<file path="config.mk">
export PLATFORM = sky130hd
export DESIGN_NAME = sbt_timer
export DESIGN_NICKNAME = d
export VERILOG_FILES = /design/src/hw/sbt_timer.v
export VERILOG_INCLUDE_DIRS = /design/src /design/src/common
export SDC_FILE = /design/constraint.sdc
export NUM_CORES = 1
export LEC_CHECK = 0
export BUFFER_PORTS_ARGS = -buffer_cell sky130_fd_sc_hd__buf_2
export CAP_MARGIN = 20
export CORE_MARGIN = 2
export CORE_UTILIZATION = 45
export CTS_CLUSTER_SIZE = 24
export DETAILED_ROUTE_END_ITERATION = 8
export SYNTH_ARGS = -nofsm -noshare
export SYNTH_HDL_FRONTEND = slang
export SYNTH_SLANG_ARGS = --single-unit
</file>
<file path="constraint.sdc">
create_clock -name ref_clk -period 6.18 [get_ports ref_clk]
set_input_delay 1.236 -clock ref_clk [delete_from_list [all_inputs] [get_ports ref_clk]]
set_output_delay 1.236 -clock ref_clk [all_outputs]
set_load 0.005 [all_outputs]
</file>
<file path="src/common/sbt_defines.vh">
`ifndef SBT_DEFINES_VH
`define SBT_DEFINES_VH

// register addresses
`define SBT_ADDR_CNT_LO 3'h0
`define SBT_ADDR_CNT_HI 3'h1
`define SBT_ADDR_CTRL 3'h2
`define SBT_ADDR_FLAG 3'h3
`define SBT_ADDR_IEN 3'h4
`define SBT_ADDR_CMP_LO 3'h5
`define SBT_ADDR_CMP_HI 3'h6
`define SBT_ADDR_CMP_MODE 3'h7

// timer_control_reg fields
`define SBT_CTRL_ON 0
`define SBT_CTRL_EXT_SRC 1
`define SBT_CTRL_ASYNC 2
`define SBT_CTRL_OSC_EN 3
`define SBT_CTRL_PS_LO 4
`define SBT_CTRL_PS_HI 5
`define SBT_CTRL_WIDE 7

// flag and enable fields
`define SBT_FLAG_OVF 0
`define SBT_IEN_OVF 0

// compare mode register fields
`define SBT_MODE1_LO 0
`define SBT_MODE1_HI 3
`define SBT_MODE2_LO 4
`define SBT_MODE2_HI 7
`define SBT_MODE_TRIGGER 4'hB

// reset values
`define SBT_CTRL_RST 8'h00
`define SBT_CNT_RST 16'h0000
`define SBT_CMP_RST 16'hFFFF
`define SBT_MODE_RST 8'h00
`define SBT_CNT_MAX 16'hFFFF
`define SBT_CNT_ZERO 16'h0000
`define SBT_PS_ZERO 3'h0
`define SBT_BUF_RST 8'h00

// last prescaler count before a counting tick, per ratio
`define SBT_PS_LAST_1 3'h0
`define SBT_PS_LAST_2 3'h1
`define SBT_PS_LAST_4 3'h3
`define SBT_PS_LAST_8 3'h7

`endif

</file>
<file path="src/hw/sbt_timer.v">
// Operation
// - secondary oscillator runs only while control bit 3 is set.
// - oscillator keeps running during processor sleep.
// - counter counts up 0000h to FFFFh and wraps to 0000h.
// - wrap sets latched overflow flag, bit 0 of flag register.
// - interrupt request only while overflow enable bit 0 is set.
// - compare mode 1011 trigger resets the counter; code ignores both triggers in async mode.
// - second unit trigger also starts conversion when converter enabled.
// - first unit trigger reset does not set overflow flag.
// - counter write coinciding with first unit trigger wins over reset.
// - first unit compare pair acts as the counter period.
// - wide access bit 7 maps high-byte address onto a buffer.
// - wide mode low-byte read copies counter high byte into buffer.
// - wide mode low-byte write loads high byte from buffer together.
// - wide mode high-byte accesses only reach the buffer.
// - prescaler cleared on low-byte writes only.
//
// Our own choices: the address map and strobed register access.
`timescale 1ns/1ps
`default_nettype none
`include "sbt_defines.vh"

module sbt_timer #(
  parameter CNT_W = 16,
  parameter PS_W = 3
) (
  input wire ref_clk,
  input wire rst_n,
  input wire [2:0] reg_addr,
  input wire [7:0] reg_wdata,
  input wire reg_wr,
  input wire reg_rd,
  output reg [7:0] reg_rdata,
  input wire sleep,
  input wire sec_osc_input_pin,
  output wire sec_osc_output_pin,
  output wire sec_osc_running,
  input wire second_unit_trigger,
  input wire adc_enabled,
  output reg adc_start,
  output reg first_unit_trigger,
  output wire counter_overflow_irq
);

  reg [7:0] timer_control_reg;
  reg [CNT_W-1:0] count;
  reg [7:0] high_buf;
  reg [PS_W-1:0] prescale;
  reg [CNT_W-1:0] compare_value;
  reg [7:0] compare_mode;
  reg counter_overflow_flag;
  reg counter_overflow_irq_enable;
  reg osc_prev;

  reg [CNT_W-1:0] next_count;
  reg [PS_W-1:0] next_prescale;
  reg [7:0] next_high_buf;
  reg next_overflow;
  reg [7:0] read_mux;

  wire wide_access_enable = timer_control_reg[`SBT_CTRL_WIDE];
  wire sec_osc_enable = timer_control_reg[`SBT_CTRL_OSC_EN];
  wire timer_on = timer_control_reg[`SBT_CTRL_ON];
  wire ext_src = timer_control_reg[`SBT_CTRL_EXT_SRC];
  wire async_mode = timer_control_reg[`SBT_CTRL_ASYNC];
  wire [1:0] ps_sel = timer_control_reg[`SBT_CTRL_PS_HI:`SBT_CTRL_PS_LO];
  wire [3:0] mode1 = compare_mode[`SBT_MODE1_HI:`SBT_MODE1_LO];
  wire [3:0] mode2 = compare_mode[`SBT_MODE2_HI:`SBT_MODE2_LO];

  // oscillator amplifier: gated only by its enable, never by sleep
  assign sec_osc_running = sec_osc_enable;
  assign sec_osc_output_pin = sec_osc_enable & ~sec_osc_input_pin;

  wire wr_lo = reg_wr && (reg_addr == `SBT_ADDR_CNT_LO);
  wire wr_hi = reg_wr && (reg_addr == `SBT_ADDR_CNT_HI);
  wire rd_lo = reg_rd && (reg_addr == `SBT_ADDR_CNT_LO);

  // external edges only count while the oscillator runs; internal ticks stop in sleep
  wire osc_rise = sec_osc_enable & sec_osc_input_pin & ~osc_prev;
  wire src_tick = timer_on & (ext_src ? osc_rise : ~sleep);

  // prescale ratio 1, 2, 4 or 8
  wire [PS_W-1:0] ps_last = (ps_sel == 2'h0) ? `SBT_PS_LAST_1 :
                            (ps_sel == 2'h1) ? `SBT_PS_LAST_2 :
                            (ps_sel == 2'h2) ? `SBT_PS_LAST_4 : `SBT_PS_LAST_8;
  wire cnt_tick = src_tick && (prescale == ps_last);

  // trigger resets are not honoured in asynchronous counting
  wire trig1_mode = (mode1 == `SBT_MODE_TRIGGER) && !async_mode;
  wire trig2_mode = (mode2 == `SBT_MODE_TRIGGER) && !async_mode;
  wire period_hit = cnt_tick && trig1_mode && (count == compare_value);
  wire trig2_hit = second_unit_trigger && trig2_mode;

  always @* begin
    next_count = count;
    next_prescale = prescale;
    next_high_buf = high_buf;
    next_overflow = 1'b0;
    if (src_tick) begin
      if (cnt_tick) begin
        next_prescale = `SBT_PS_ZERO;
      end else begin
        next_prescale = prescale + 3'h1;
      end
    end
    if (cnt_tick) begin
      if (period_hit) begin
        next_count = `SBT_CNT_ZERO;
      end else if (count == `SBT_CNT_MAX) begin
        next_count = `SBT_CNT_ZERO;
        next_overflow = 1'b1;
      end else begin
        next_count = count + 16'h0001;
      end
    end
    if (trig2_hit) begin
      next_count = `SBT_CNT_ZERO;
      next_overflow = 1'b0;
    end
    // a low-byte write, or a high-byte write outside wide mode, overrides any trigger reset in the same cycle
    if (wr_lo) begin
      next_prescale = `SBT_PS_ZERO;
      next_overflow = 1'b0;
      if (wide_access_enable) begin
        next_count = {high_buf, reg_wdata};
      end else begin
        next_count = {count[15:8], reg_wdata};
      end
    end else if (wr_hi) begin
      if (wide_access_enable) begin
        next_high_buf = reg_wdata;
      end else begin
        next_count = {reg_wdata, count[7:0]};
        next_overflow = 1'b0;
      end
    end
    if (rd_lo && wide_access_enable) begin
      next_high_buf = count[15:8];
    end
  end

  always @* begin
    case (reg_addr)
      `SBT_ADDR_CNT_LO: read_mux = count[7:0];
      `SBT_ADDR_CNT_HI: read_mux = wide_access_enable ? high_buf : count[15:8];
      `SBT_ADDR_CTRL: read_mux = timer_control_reg;
      `SBT_ADDR_FLAG: read_mux = {7'h00, counter_overflow_flag};
      `SBT_ADDR_IEN: read_mux = {7'h00, counter_overflow_irq_enable};
      `SBT_ADDR_CMP_LO: read_mux = compare_value[7:0];
      `SBT_ADDR_CMP_HI: read_mux = compare_value[15:8];
      `SBT_ADDR_CMP_MODE: read_mux = compare_mode;
      default: read_mux = 8'h00;
    endcase
  end

  always @(posedge ref_clk or negedge rst_n) begin
    if (!rst_n) begin
      timer_control_reg <= `SBT_CTRL_RST;
      count <= `SBT_CNT_RST;
      high_buf <= `SBT_BUF_RST;
      prescale <= `SBT_PS_ZERO;
      compare_value <= `SBT_CMP_RST;
      compare_mode <= `SBT_MODE_RST;
      counter_overflow_flag <= 1'b0;
      counter_overflow_irq_enable <= 1'b0;
      osc_prev <= 1'b0;
      reg_rdata <= 8'h00;
      adc_start <= 1'b0;
      first_unit_trigger <= 1'b0;
    end else begin
      osc_prev <= sec_osc_input_pin;
      count <= next_count;
      prescale <= next_prescale;
      high_buf <= next_high_buf;
      reg_rdata <= reg_rd ? read_mux : 8'h00;
      adc_start <= trig2_hit && adc_enabled;
      first_unit_trigger <= period_hit;
      if (reg_wr && reg_addr == `SBT_ADDR_CTRL) begin
        timer_control_reg <= reg_wdata;
      end
      if (reg_wr && reg_addr == `SBT_ADDR_IEN) begin
        counter_overflow_irq_enable <= reg_wdata[`SBT_IEN_OVF];
      end
      if (reg_wr && reg_addr == `SBT_ADDR_CMP_LO) begin
        compare_value[7:0] <= reg_wdata;
      end
      if (reg_wr && reg_addr == `SBT_ADDR_CMP_HI) begin
        compare_value[15:8] <= reg_wdata;
      end
      if (reg_wr && reg_addr == `SBT_ADDR_CMP_MODE) begin
        compare_mode <= reg_wdata;
      end
      // a wrap in the clearing cycle still sets the flag
      if (next_overflow) begin
        counter_overflow_flag <= 1'b1;
      end else if (reg_wr && reg_addr == `SBT_ADDR_FLAG) begin
        counter_overflow_flag <= reg_wdata[`SBT_FLAG_OVF];
      end
    end
  end

  assign counter_overflow_irq = counter_overflow_flag & counter_overflow_irq_enable;

endmodule // sbt_timer

`default_nettype wire

</file>
==> results.md, run 1 <==
* Status: complete, no violations
* H-tree lvl count at 3
* Final antenna-violating net count at 0
* Post-CTS setup buffer count at 0
* Hold buffer count at CTS at 0
* Unrepaired setup endpoints after global routing: false
* Max-slew violation count at 0
* Max Fclk at 341 MHz
* Ys Warns at 0
* Biggest regs: compare_value x16, count x16
* Tightest Hold Check Type: flop to flop
* Pwr/cell area at approximately 360 mW/mm²
* Setup TNS at 0 ns
* Total GRT Usage at about a quarter
* Dpl hpwl at 8.51 mm
* Insertion delay to the later sink of the worst-skew pair at roughly 0.36 ns
* Reg2reg setup slack at 3.46 ns
* Largest area contributor in the netlist: dfrtp_1
* WS Path Type: primary input to flop
* Fin nets at approximately 450
* Final worst path period need at 2.94 ns
* RR Endpoint: count[14]
* Final setup fails at 0
* Area Growth Syn to Fin at 9.42%
* CP Data Arrival Time at 3.19 ns
* Hold_sp: compare_value[14]
* Yosys top cell area share at between 30% and 40%
* Post-synth cell types at between 50 and 60
* Top cells by area, synth: dfrtp_1, dfstp_2, mux2_2
* Die W at 100 µm
* Via count at ~3400
* Commonest non-fill, non-tap cell in the layout: dfrtp_1
* Worst rel slew slack at roughly two fifths
* Clock skew at ~0.012 ns
* Pre-antenna DRT Iters at 5
* CP startpoint kind: primary input
* Share of cells above drive strength 1 at about a quarter
* CTS Sinks at between 70 and 80
* Clock Power Share at 24.1%
* IO Count at 32
* Largest net degree at the start of global routing at 73
* GRT overflow at 0
* CTS tree: yes
* Crit. End Element: flop
* Ant. Diodes at 0
* Num CTS Buffers at 9
* CP Max Fanout at 25
* FF-to-FF Start: count[0]
* Sw Ratio at between 30% and 40%
* Wirelength, routed at ~12 mm
* Row cnt at 35
* Initial Utilization at a little under half
* Int Power at about 1.0 mW
* Post-Syn Area at slightly above 0.004 mm²
* Worst setup margin at between 3 and 4 ns
* Clock tree buffer depth at 2
* Sw Pwr at about 0.6 mW
* Sequential-to-total area share from yosys stat at between 40% and 50%
* Reg power frac at about half
* Clock transition at path regs at 0.09 ns
* Max cap viols at 0
* Number of global-route vias before repair at ~3400
* Pleak at around 1.8 nW
* Post-route DRC at 0
* Die area at around 0.010 mm²
* Die height at about 100 µm
* Port-buffer cells at 31
* Crit path required time at around 6.4 ns
* Synthesized area per cell at just under 10 µm²
* Worst Setup SP: reg_addr[2]
* Synth Register Bits at approximately 70
* Detailed-route wire length per cell at approximately 22 µm
* Endpoints failing hold at 0
* Period utilisation layout at 47.5%
* VDD IR-drop max at approximately 0.00014 V
* Post-synthesis cell count at 421
* Post-synth EDFFs at 0
* DRT iter0 DRCs at roughly 420
* Gate power share at approximately a quarter
* Via density at around 6.2
* Post-CTS Resized at 0
* Core ar. at ~0.009 mm²
* Min-Delay Endpoint: compare_value[14]
* Asr flop ratio synth at between 90% and 100%
* Synth Net Count at roughly 440
* Clock root buffer: clkbuf_8
* Routability Congestion at 0.922
* Global-route wire length before repair at 19.4 mm
* Total power at about 1.6 mW
* Measured slew at the worst slew-check pin at about 0.91 ns
* WHS Path Cells at 2
* Initial antenna violation count at 0
* Commonest cells after routing, fill and taps aside: dfrtp_1, mux2_2, buf_2, nor2_1
* R2r worst-path depth at 7
* Ys flop type: dfrtp_1
* Worst slack at placement at slightly below 3 ns
## per-stage QoR
| step | util [%] | std cells | instance area [µm²] | hold WS (ns) |
|---|---|---|---|---|
| 5_1_grt | 50.0 | 548 | 4530 | 0.534 |
| 3_3_place_gp | 47.7 | 532 | 4330 | 0.488 |
| 6_report | 50.0 | 548 | 4530 | 0.509 |
| 2_1_floorplan | - | 421 | 4140 | 0.463 |
| 3_5_place_dp | 47.7 | 532 | 4330 | 0.494 |
| 4_1_cts | 50.0 | 548 | 4530 | 0.512 |
## cell families after synthesis
logic type	share of synthesized area, %
simple gates	17.0
compound gates	16.0
flops	44.0
mux	13.8
buf+inv	3.96
xor+xnor	4.65
fa+ha+maj	0.604
## synth_stat cells, drive strengths merged (3+ instances only)
cell	number
or3	4
dfrtp	56
nand4b	4
nor2b	5
xnor2	22
o22ai	5
mux2	32
clkbuf	29
nand2b	5
o31a	3
and2	4
o211ai	9
dfstp	16
nor3b	4
nor3	13
nor4	9
nor2	28
a22oi	14
mux2i	21
buf	4
o21ai	17
nand2	25
nand3	18
nand4	9
inv	10
a21oi	25
o221ai	5
## cell type report
cell class	instances	area (µm²)
Tap cell	111	139
Inverter	10	37.5
Clock inverter	5	63.8
Fill cell	858	4530
Timing Repair Buffer	33	173
Multi-Input combinational cell	306	2160
Sequential cell	72	1820
Clock buffer	11	141
## power groups by stage
stage	clock network, mW	registers [mW]	logic [mW]
6_report	0.397	0.814	0.434
5_1_grt	0.422	0.832	0.486
4_1_cts	0.402	0.808	0.435
3_5_place_dp	0	0.816	0.432
3_3_place_gp	0	0.813	0.429
2_1_floorplan	0	0.697	0.397
## critical path, stage by stage
cell	delay, ns
buf_2	0.40
nand2b_1	0.28
nor3b_2	0.07
buf_4	0.23
a31oi_2	0.46
nand2_1	0.23
o21ai_0	0.26
## layer usage
metal | up-vias | share of wire [%] | GRT usage [%] | wire [µm]
met4 | 0 | 2.7 | 8.96 | 315
met1 | 1653 | 45 | 36.7 | 5290
met5 | - | 0 | 0 | 0
li1 | 1565 | - | - | -
met3 | 21 | 8.0 | 7.10 | 948
met2 | 137 | 45 | 37.3 | 5320
## worst max-delay path by stage
stage,to,slack (ns)
after global placement,high_buf[1],2.99
after detailed placement,count[15],2.95
final,count[15],3.24
after floorplan,count[11],3.40
after global routing,high_buf[2],3.07
after CTS,count[15],3.31
No activity file was read; power rests on OpenSTA's default activity.
==> run 2: changes to the inputs <==
==> constraint.sdc (replaced) <==
create_clock -name ref_clk -period 3 [get_ports ref_clk]
set_input_delay 0.6 -clock ref_clk [delete_from_list [all_inputs] [get_ports ref_clk]]
set_output_delay 0.6 -clock ref_clk [all_outputs]
set_load 0.005 [all_outputs]
==> run 2 against run 1 <==
Critical path depth fell by 1. Largest power group unchanged. Critical endpoint is now count[9]. Count of clock-buffer cells in the layout rose by 1. Largest cell class unchanged. Setup slack got worse by 2.6 ns. Global-route usage rose by 0.29 points.
==> results.md, run 2 (synthesized netlist as in run 1, its figures left out) <==
* Commonest non-fill, non-tap cell in the layout: dfrtp_1 (unchanged)
* Core ar. at 0.00906 mm² (unchanged)
* CP startpoint kind: flop (was primary input)
* Clock transition at path regs at 0.08 ns (was 0.09 ns)
* Num CTS Buffers at 9 (unchanged)
* Commonest cells after routing, fill and taps aside: dfrtp_1, mux2_2, buf_2, nor2_1 (unchanged)
* Ant. Diodes at 0 (unchanged)
* Slowest CP cell: or3_4 (was a31oi_2)
* Max-slew violation count at 0 (unchanged)
* Cells along the critical path: or3_4 > o32a_1 > a21oi_1 > a31oi_2 > nand2_1 > o221ai_1 (was buf_2 > nand2b_1 > nor3b_2 > buf_4 > a31oi_2 > nand2_1 > o21ai_0)
* VDD IR-drop max at 0.000365 V (was 0.000139 V)
* Status: complete, no violations (unchanged)
* Dpl hpwl at 8.73 mm (was 8.51 mm)
* Worst path top cell family by delay: compound AO/OA/AOI/OAI gates (unchanged)
* Endpoints failing hold at 0 (unchanged)
* Int Power at 2.28 mW (was 1.04 mW)
* Tightest Hold Check Type: primary input to asynchronous set/reset pin (was flop to flop)
* Register area at 0.00182 mm² (unchanged)
* Fin nets at 462 (was 453)
* Sw Pwr at 1.24 mW (was 0.608 mW)
* Period utilisation layout at 79.7%
* Crit path required time at 3.22 ns (was 6.44 ns)
* CTS tree: yes (unchanged)
* Sw Ratio at 35.2% (was 37.0%)
* Via count at 3524 (was 3376)
* Port-buffer cells at 31 (unchanged)
* Share of cells above drive strength 1 at 26.0% (was 24.3%)
* Die W at 100 µm (unchanged)
* Area occupied by multi-input gates at 0.00216 mm² (unchanged)
* Reg power frac at 46.4% (was 49.5%)
* Post-route DRC at 0 (unchanged)
* Row cnt at 35 (unchanged)
* H-tree lvl count at 3 (unchanged)
* Routability Congestion at 0.889 (was 0.922)
* Die area at 0.00999 mm² (unchanged)
* Unrepaired setup endpoints after global routing: false (unchanged)
* Largest net degree at the start of global routing at 73 (unchanged)
* Final antenna-violating net count at 0 (unchanged)
* Worst rel slew slack at 38.4% (was 39.1%)
* Post-CTS Resized at 0 (unchanged)
* Final worst path period need at 2.39 ns
* Pwr/cell area at 761 mW/mm² (was 363 mW/mm²)
* Initial Utilization at 45.7% (unchanged)
* GRT overflow at 0 (unchanged)
* Bufs and invs on worst path at 0 (was 2)
* Final core utilization at 51.1% (was 50.0%)
* Gate power share at 27.5% (was 26.4%)
* IO Count at 32 (unchanged)
* CTS Sinks at 72 (unchanged)
* Pleak at 1.85 nW (was 1.79 nW)
* DRT iter0 DRCs at 383 (was 418)
* Max cap viols at 0 (unchanged)
* Detailed-route wire length per cell at 21.7 µm (about the same)
* Clock root buffer: clkbuf_8 (unchanged)
* Area Growth Syn to Fin at 11.9% (was 9.42%)
* CP Data Arrival Time at 2.61 ns (was 3.19 ns)
* Hold buffer count at CTS at 0 (unchanged)
* CP Max Fanout at 10 (was 25)
* Max Fclk at ~420 MHz
* Setup TNS at 0 ns (unchanged)
* Delay of the slowest critical-path stage at 0.43 ns (was 0.46 ns)
* Final setup fails at 0 (unchanged)
* Wirelength, routed at 12.1 mm (was 11.9 mm)
* WS Path Type: flop to flop (was primary input to flop)
* Measured slew at the worst slew-check pin at 0.925 ns (was 0.913 ns)
* Final non-filler cell area at 0.00464 mm² (was 0.00453 mm²)
* Global-route wire length before repair at 19.5 mm (was 19.4 mm)
* Clock skew at 0.0111 ns (was 0.0121 ns)
* Crit. End Element: flop (unchanged)
* Clock tree buffer depth at 2 (unchanged)
* Insertion delay to the later sink of the worst-skew pair at 0.36 ns (about the same)
* Biggest regs: compare_value x16, count x16 (unchanged)
* Fillers at 864 (was 858)
* Total GRT Usage at 25.9% (was 25.6%)
* Clock Power Share at 26.1% (was 24.1%)
* Die height at 100 µm (unchanged)
* Initial antenna violation count at 0 (unchanged)
* Post-CTS setup buffer count at 0 (unchanged)
* Via density at 6.33 (was 6.16)
* Pre-antenna DRT Iters at 5 (unchanged)
* Number of global-route vias before repair at 3416 (was 3397)
* Post-DP Area at 0.00440 mm² (was 0.00433 mm²)
-- run 2: cell types whose count changed in the layout (fill, tap and decap cells not counted) --
cell	previous run	this run
buf_4	3	12
bufinv_16	1	2
clkbuf_1	1	0
clkbuf_8	10	12
clkinv_4	2	0
clkinvlp_4	1	2
inv_6	1	0
-- run 2: power by group through the flow --
stage | Sequential [mW] | Clock (mW) | Combinational [mW]
floorplan | 1.44 | 0 | 0.817
global placement | 1.64 | 0 | 0.947
detailed placement | 1.65 | 0 | 0.958
CTS | 1.63 | 0.943 | 0.963
global route | 1.68 | 0.978 | 1.07
finish | 1.64 | 0.922 | 0.968
-- run 2: metal layers --
| layer | part of all wire, % | global-route usage (%) | wire length, µm | vias up |
|---|---|---|---|---|
| met2 | 46 | 40.1 | 5570 | 174 |
| li1 | - | - | - | 1588 |
| met4 | 1.9 | 7.06 | 225 | 0 |
| met5 | 0 | 0 | 0 | - |
| met1 | 43 | 36.7 | 5260 | 1738 |
| met3 | 8.7 | 5.92 | 1050 | 24 |
-- run 2: path summary, 6_finish.rpt --
| kind | depth (start not counted) | endpoint | slack (ns) | start |
|---|---|---|---|---|
| min in group ref_clk | 1 | osc_prev | 0.38 | sec_osc_input_pin |
| setup reg to reg | 6 | count[9] | 0.61 | timer_control_reg[5] |
| hold / removal | 1 | counter_overflow_irq_enable | 0.38 | rst_n |
| setup / recovery | 6 | count[9] | 0.61 | timer_control_reg[5] |
| max in group asynchronous | 1 | compare_mode[7] | 2.01 | rst_n |
| hold reg to reg | 2 | compare_value[6] | 0.51 | compare_value[6] |
-- run 2: worst register-to-register path: stages, from the launching register on --
cell	delay [ns]
dfrtp_1	0.42
or3_4	0.43
o32a_1	0.32
a21oi_1	0.36
a31oi_2	0.31
nand2_1	0.27
o221ai_1	0.15
-- run 2: through the flow --
step | setup slack (ns) | power (mW) | hold slack (ns) | std cells
after floorplan | 0.857 | 2.25 | 0.304 | 421
final | 0.610 | 3.53 | 0.375 | 557
after global routing | 0.492 | 3.73 | 0.368 | 557
after detailed placement | 0.540 | 2.60 | 0.496 | 541
after global placement | 0.624 | 2.58 | 0.488 | 541
after CTS | 0.660 | 3.53 | 0.362 | 557
-- run 2: final cells by class --
cell class                      instances  share of cell area (%)
Tap cell                              111                    3.00
Inverter                               10                   0.810
Clock buffer                           12                    3.56
Clock inverter                          4                    1.62
Multi-Input combinational cell        306                    46.5
Timing Repair Buffer                   42                    5.18
Sequential cell                        72                    39.3
==> run 3: changes to the inputs <==
==> constraint.sdc (replaced) <==
create_clock -name ref_clk -period 2.4 [get_ports ref_clk]
set_input_delay 0.48 -clock ref_clk [delete_from_list [all_inputs] [get_ports ref_clk]]
set_output_delay 0.48 -clock ref_clk [all_outputs]
set_load 0.005 [all_outputs]
==> run 3 against run 2 <==
First-iteration DRC count is 7.3% higher. Total power is 26% higher. Count of clock-buffer cells in the layout is 3 lower. Combinational power is 36% higher. Clock skew is 0.0011 ns lower. Register-to-register slack worse by 0.52 ns. Wire length is 1.7% higher. Sequential power is 22% higher. Largest power group unchanged. Setup slack worse by 0.52 ns. Design area is 2.5% higher. Non-clock buffer count is 16 higher.
==> results.md, run 3 (synthesized netlist as in run 1, its figures left out) <==
* Biggest regs: compare_value x16, count x16 (unchanged)
* Setup TNS at 0 ns (unchanged)
* Clock tree buffer depth at 2 (unchanged)
* Fin nets at 478 (was 462)
* DRT iter0 DRCs at 411 (was 383)
* Die height at 100 µm (unchanged)
* Fillers at 829 (was 864)
* Post-CTS setup buffer count at 0 (unchanged)
* Met2 Usage GRT at 39.2% (was 40.1%)
* Total GRT Usage at 26.3% (was 25.9%)
* Global-route wire length before repair at 19.8 mm (was 19.5 mm)
* CTS Sinks at 72 (unchanged)
* Clock root buffer: clkbuf_8 (unchanged)
* Final non-filler cell area at 0.00475 mm² (was 0.00464 mm²)
* CP Max Fanout at 5 (was 10)
* Crit path required time at 2.63 ns (was 3.22 ns)
* IO Count at 32 (unchanged)
* WS Path Type: flop to flop (unchanged)
* Pwr/cell area at 932 mW/mm² (was 761 mW/mm²)
* Commonest cells after routing, fill and taps aside: dfrtp_1, mux2_2, buf_2, buf_4, nor2_1 (was dfrtp_1, mux2_2, buf_2, nor2_1)
* Initial antenna violation count at 0 (unchanged)
* Pre-antenna DRT Iters at 6 (was 5)
* Unrepaired setup endpoints after global routing: false (unchanged)
* Tightest Hold Check Type: primary input to asynchronous set/reset pin (unchanged)
* Final antenna-violating net count at 0 (unchanged)
* FF-to-FF Start: timer_control_reg[5] (unchanged)
* Reg2reg setup slack at 0.09 ns (was 0.61 ns)
* Final worst path period need at 2.31 ns (was 2.39 ns)
* Num CTS Buffers at 9 (unchanged)
* Largest net degree at the start of global routing at 43 (was 73)
* VDD IR-drop max at 0.000496 V (was 0.000365 V)
* Measured slew at the worst slew-check pin at 0.595 ns (was 0.925 ns)
* Row cnt at 35 (unchanged)
* Insertion delay to the later sink of the worst-skew pair at 0.36 ns (about the same)
* Endpoints failing hold at 0 (unchanged)
* Ant. Diodes at 0 (unchanged)
* Via count at 3554 (was 3524)
* Routability Congestion at 0.955 (was 0.889)
* Detailed-route wire length per cell at 21.5 µm (was 21.7 µm)
* Clock skew at 0.0101 ns (was 0.0111 ns)
* Die area at 0.00999 mm² (unchanged)
* CTS tree: yes (unchanged)
* Die W at 100 µm (unchanged)
* Status: complete, no violations (unchanged)
* Worst rel slew slack at 60.2% (was 38.4%)
* Max-slew violation count at 0 (unchanged)
* Commonest non-fill, non-tap cell in the layout: dfrtp_1 (unchanged)
* Core ar. at 0.00906 mm² (unchanged)
* Max Fclk at 433 MHz (was 418 MHz)
* Wirelength, routed at 12.3 mm (was 12.1 mm)
* GRT overflow at 0 (unchanged)
* Initial Utilization at 45.7% (unchanged)
* RR Endpoint: count[3] (was count[9])
* Grt met1 use at 37.7% (was 36.7%)
* H-tree lvl count at 3 (unchanged)
* Clock transition at path regs at 0.08 ns (about the same)
* Crit. End Element: flop (unchanged)
* Final setup fails at 0 (unchanged)
* Post-route DRC at 0 (unchanged)
* Dpl hpwl at 9.13 mm (was 8.73 mm)
* CP Data Arrival Time at 2.54 ns (was 2.61 ns)
* CP startpoint kind: flop (unchanged)
* Pleak at 1.92 nW (was 1.85 nW)
* Port-buffer cells at 31 (unchanged)
* Busiest grt layer: met2 (unchanged)
* Max cap viols at 0 (unchanged)
* Area Growth Syn to Fin at 14.7% (was 11.9%)
* Share of cells above drive strength 1 at 28.8% (was 26.0%)
* R2r worst-path depth at 6 (unchanged)
* GR Util met3 at 5.36% (was 5.92%)
* Period utilisation layout at 96.2% (was 79.7%)
* Post-DP Area at 0.00452 mm² (was 0.00440 mm²)
* Via density at 6.20 (was 6.33)
* Number of global-route vias before repair at 3526 (was 3416)
## run 3: critical path, stage by stage (launching register included)
cell      delay (ns)
dfrtp_1         0.43
or3_4           0.44
o32a_1          0.33
a21oi_2         0.27
and3_1          0.33
nand2b_1        0.26
o211ai_1        0.13
## run 3: worst max path at each step
| stage | startpoint | to | slack, ns |
|---|---|---|---|
| 3_3_place_gp | timer_control_reg[5] | count[2] | 0.20 |
| 4_1_cts | timer_control_reg[5] | count[3] | 0.06 |
| 2_1_floorplan | timer_control_reg[5] | count[5] | 0.30 |
| 3_5_place_dp | timer_control_reg[5] | count[3] | 0.08 |
| 6_report | timer_control_reg[5] | count[3] | 0.09 |
| 5_1_grt | timer_control_reg[5] | count[4] | 0.007 |
## run 3: layout make-up
| cell class | instances | area [µm²] | area share (%) |
|---|---|---|---|
| Clock inverter | 7 | 101 | 2.13 |
| Tap cell | 111 | 139 | 2.92 |
| Timing Repair Buffer | 58 | 360 | 7.58 |
| Clock buffer | 9 | 124 | 2.61 |
| Sequential cell | 72 | 1820 | 38.3 |
| Inverter | 10 | 37.5 | 0.790 |
| Multi-Input combinational cell | 306 | 2170 | 45.6 |
## run 3: what timing repair did
| action | in CTS | in global routing |
|---|---|---|
| endpoints found under the setup margin | 0 | 13 |
| hold buffers | 0 | 0 |
| resized for setup | 0 | 2 |
## run 3: where the power goes
part	internal (mW)	switching, mW	total, mW
Clock	0.596	0.518	1.11
Combinational	0.650	0.670	1.32
Sequential	1.58	0.415	2.00
## run 3: layer usage
| layer | vias to the layer above | wire (µm) |
|---|---|---|
| li1 | 1617 | - |
| met1 | 1747 | 5500 |
| met2 | 163 | 5610 |
| met3 | 27 | 885 |
| met4 | 0 | 330 |
| met5 | - | 0 |
## run 3: per-stage QoR
stage               instances  util, %  hold slack, ns  worst slack [ns]  power [mW]
floorplan                 421        -           0.184             0.303        2.82
global placement          557     49.8           0.490             0.196        3.27
detailed placement        557     49.8           0.501            0.0780        3.31
CTS                       573     52.3           0.109            0.0648        4.43
global route              573     52.4           0.123           0.00737        4.68
finish                    573     52.4          0.0920            0.0902        4.43
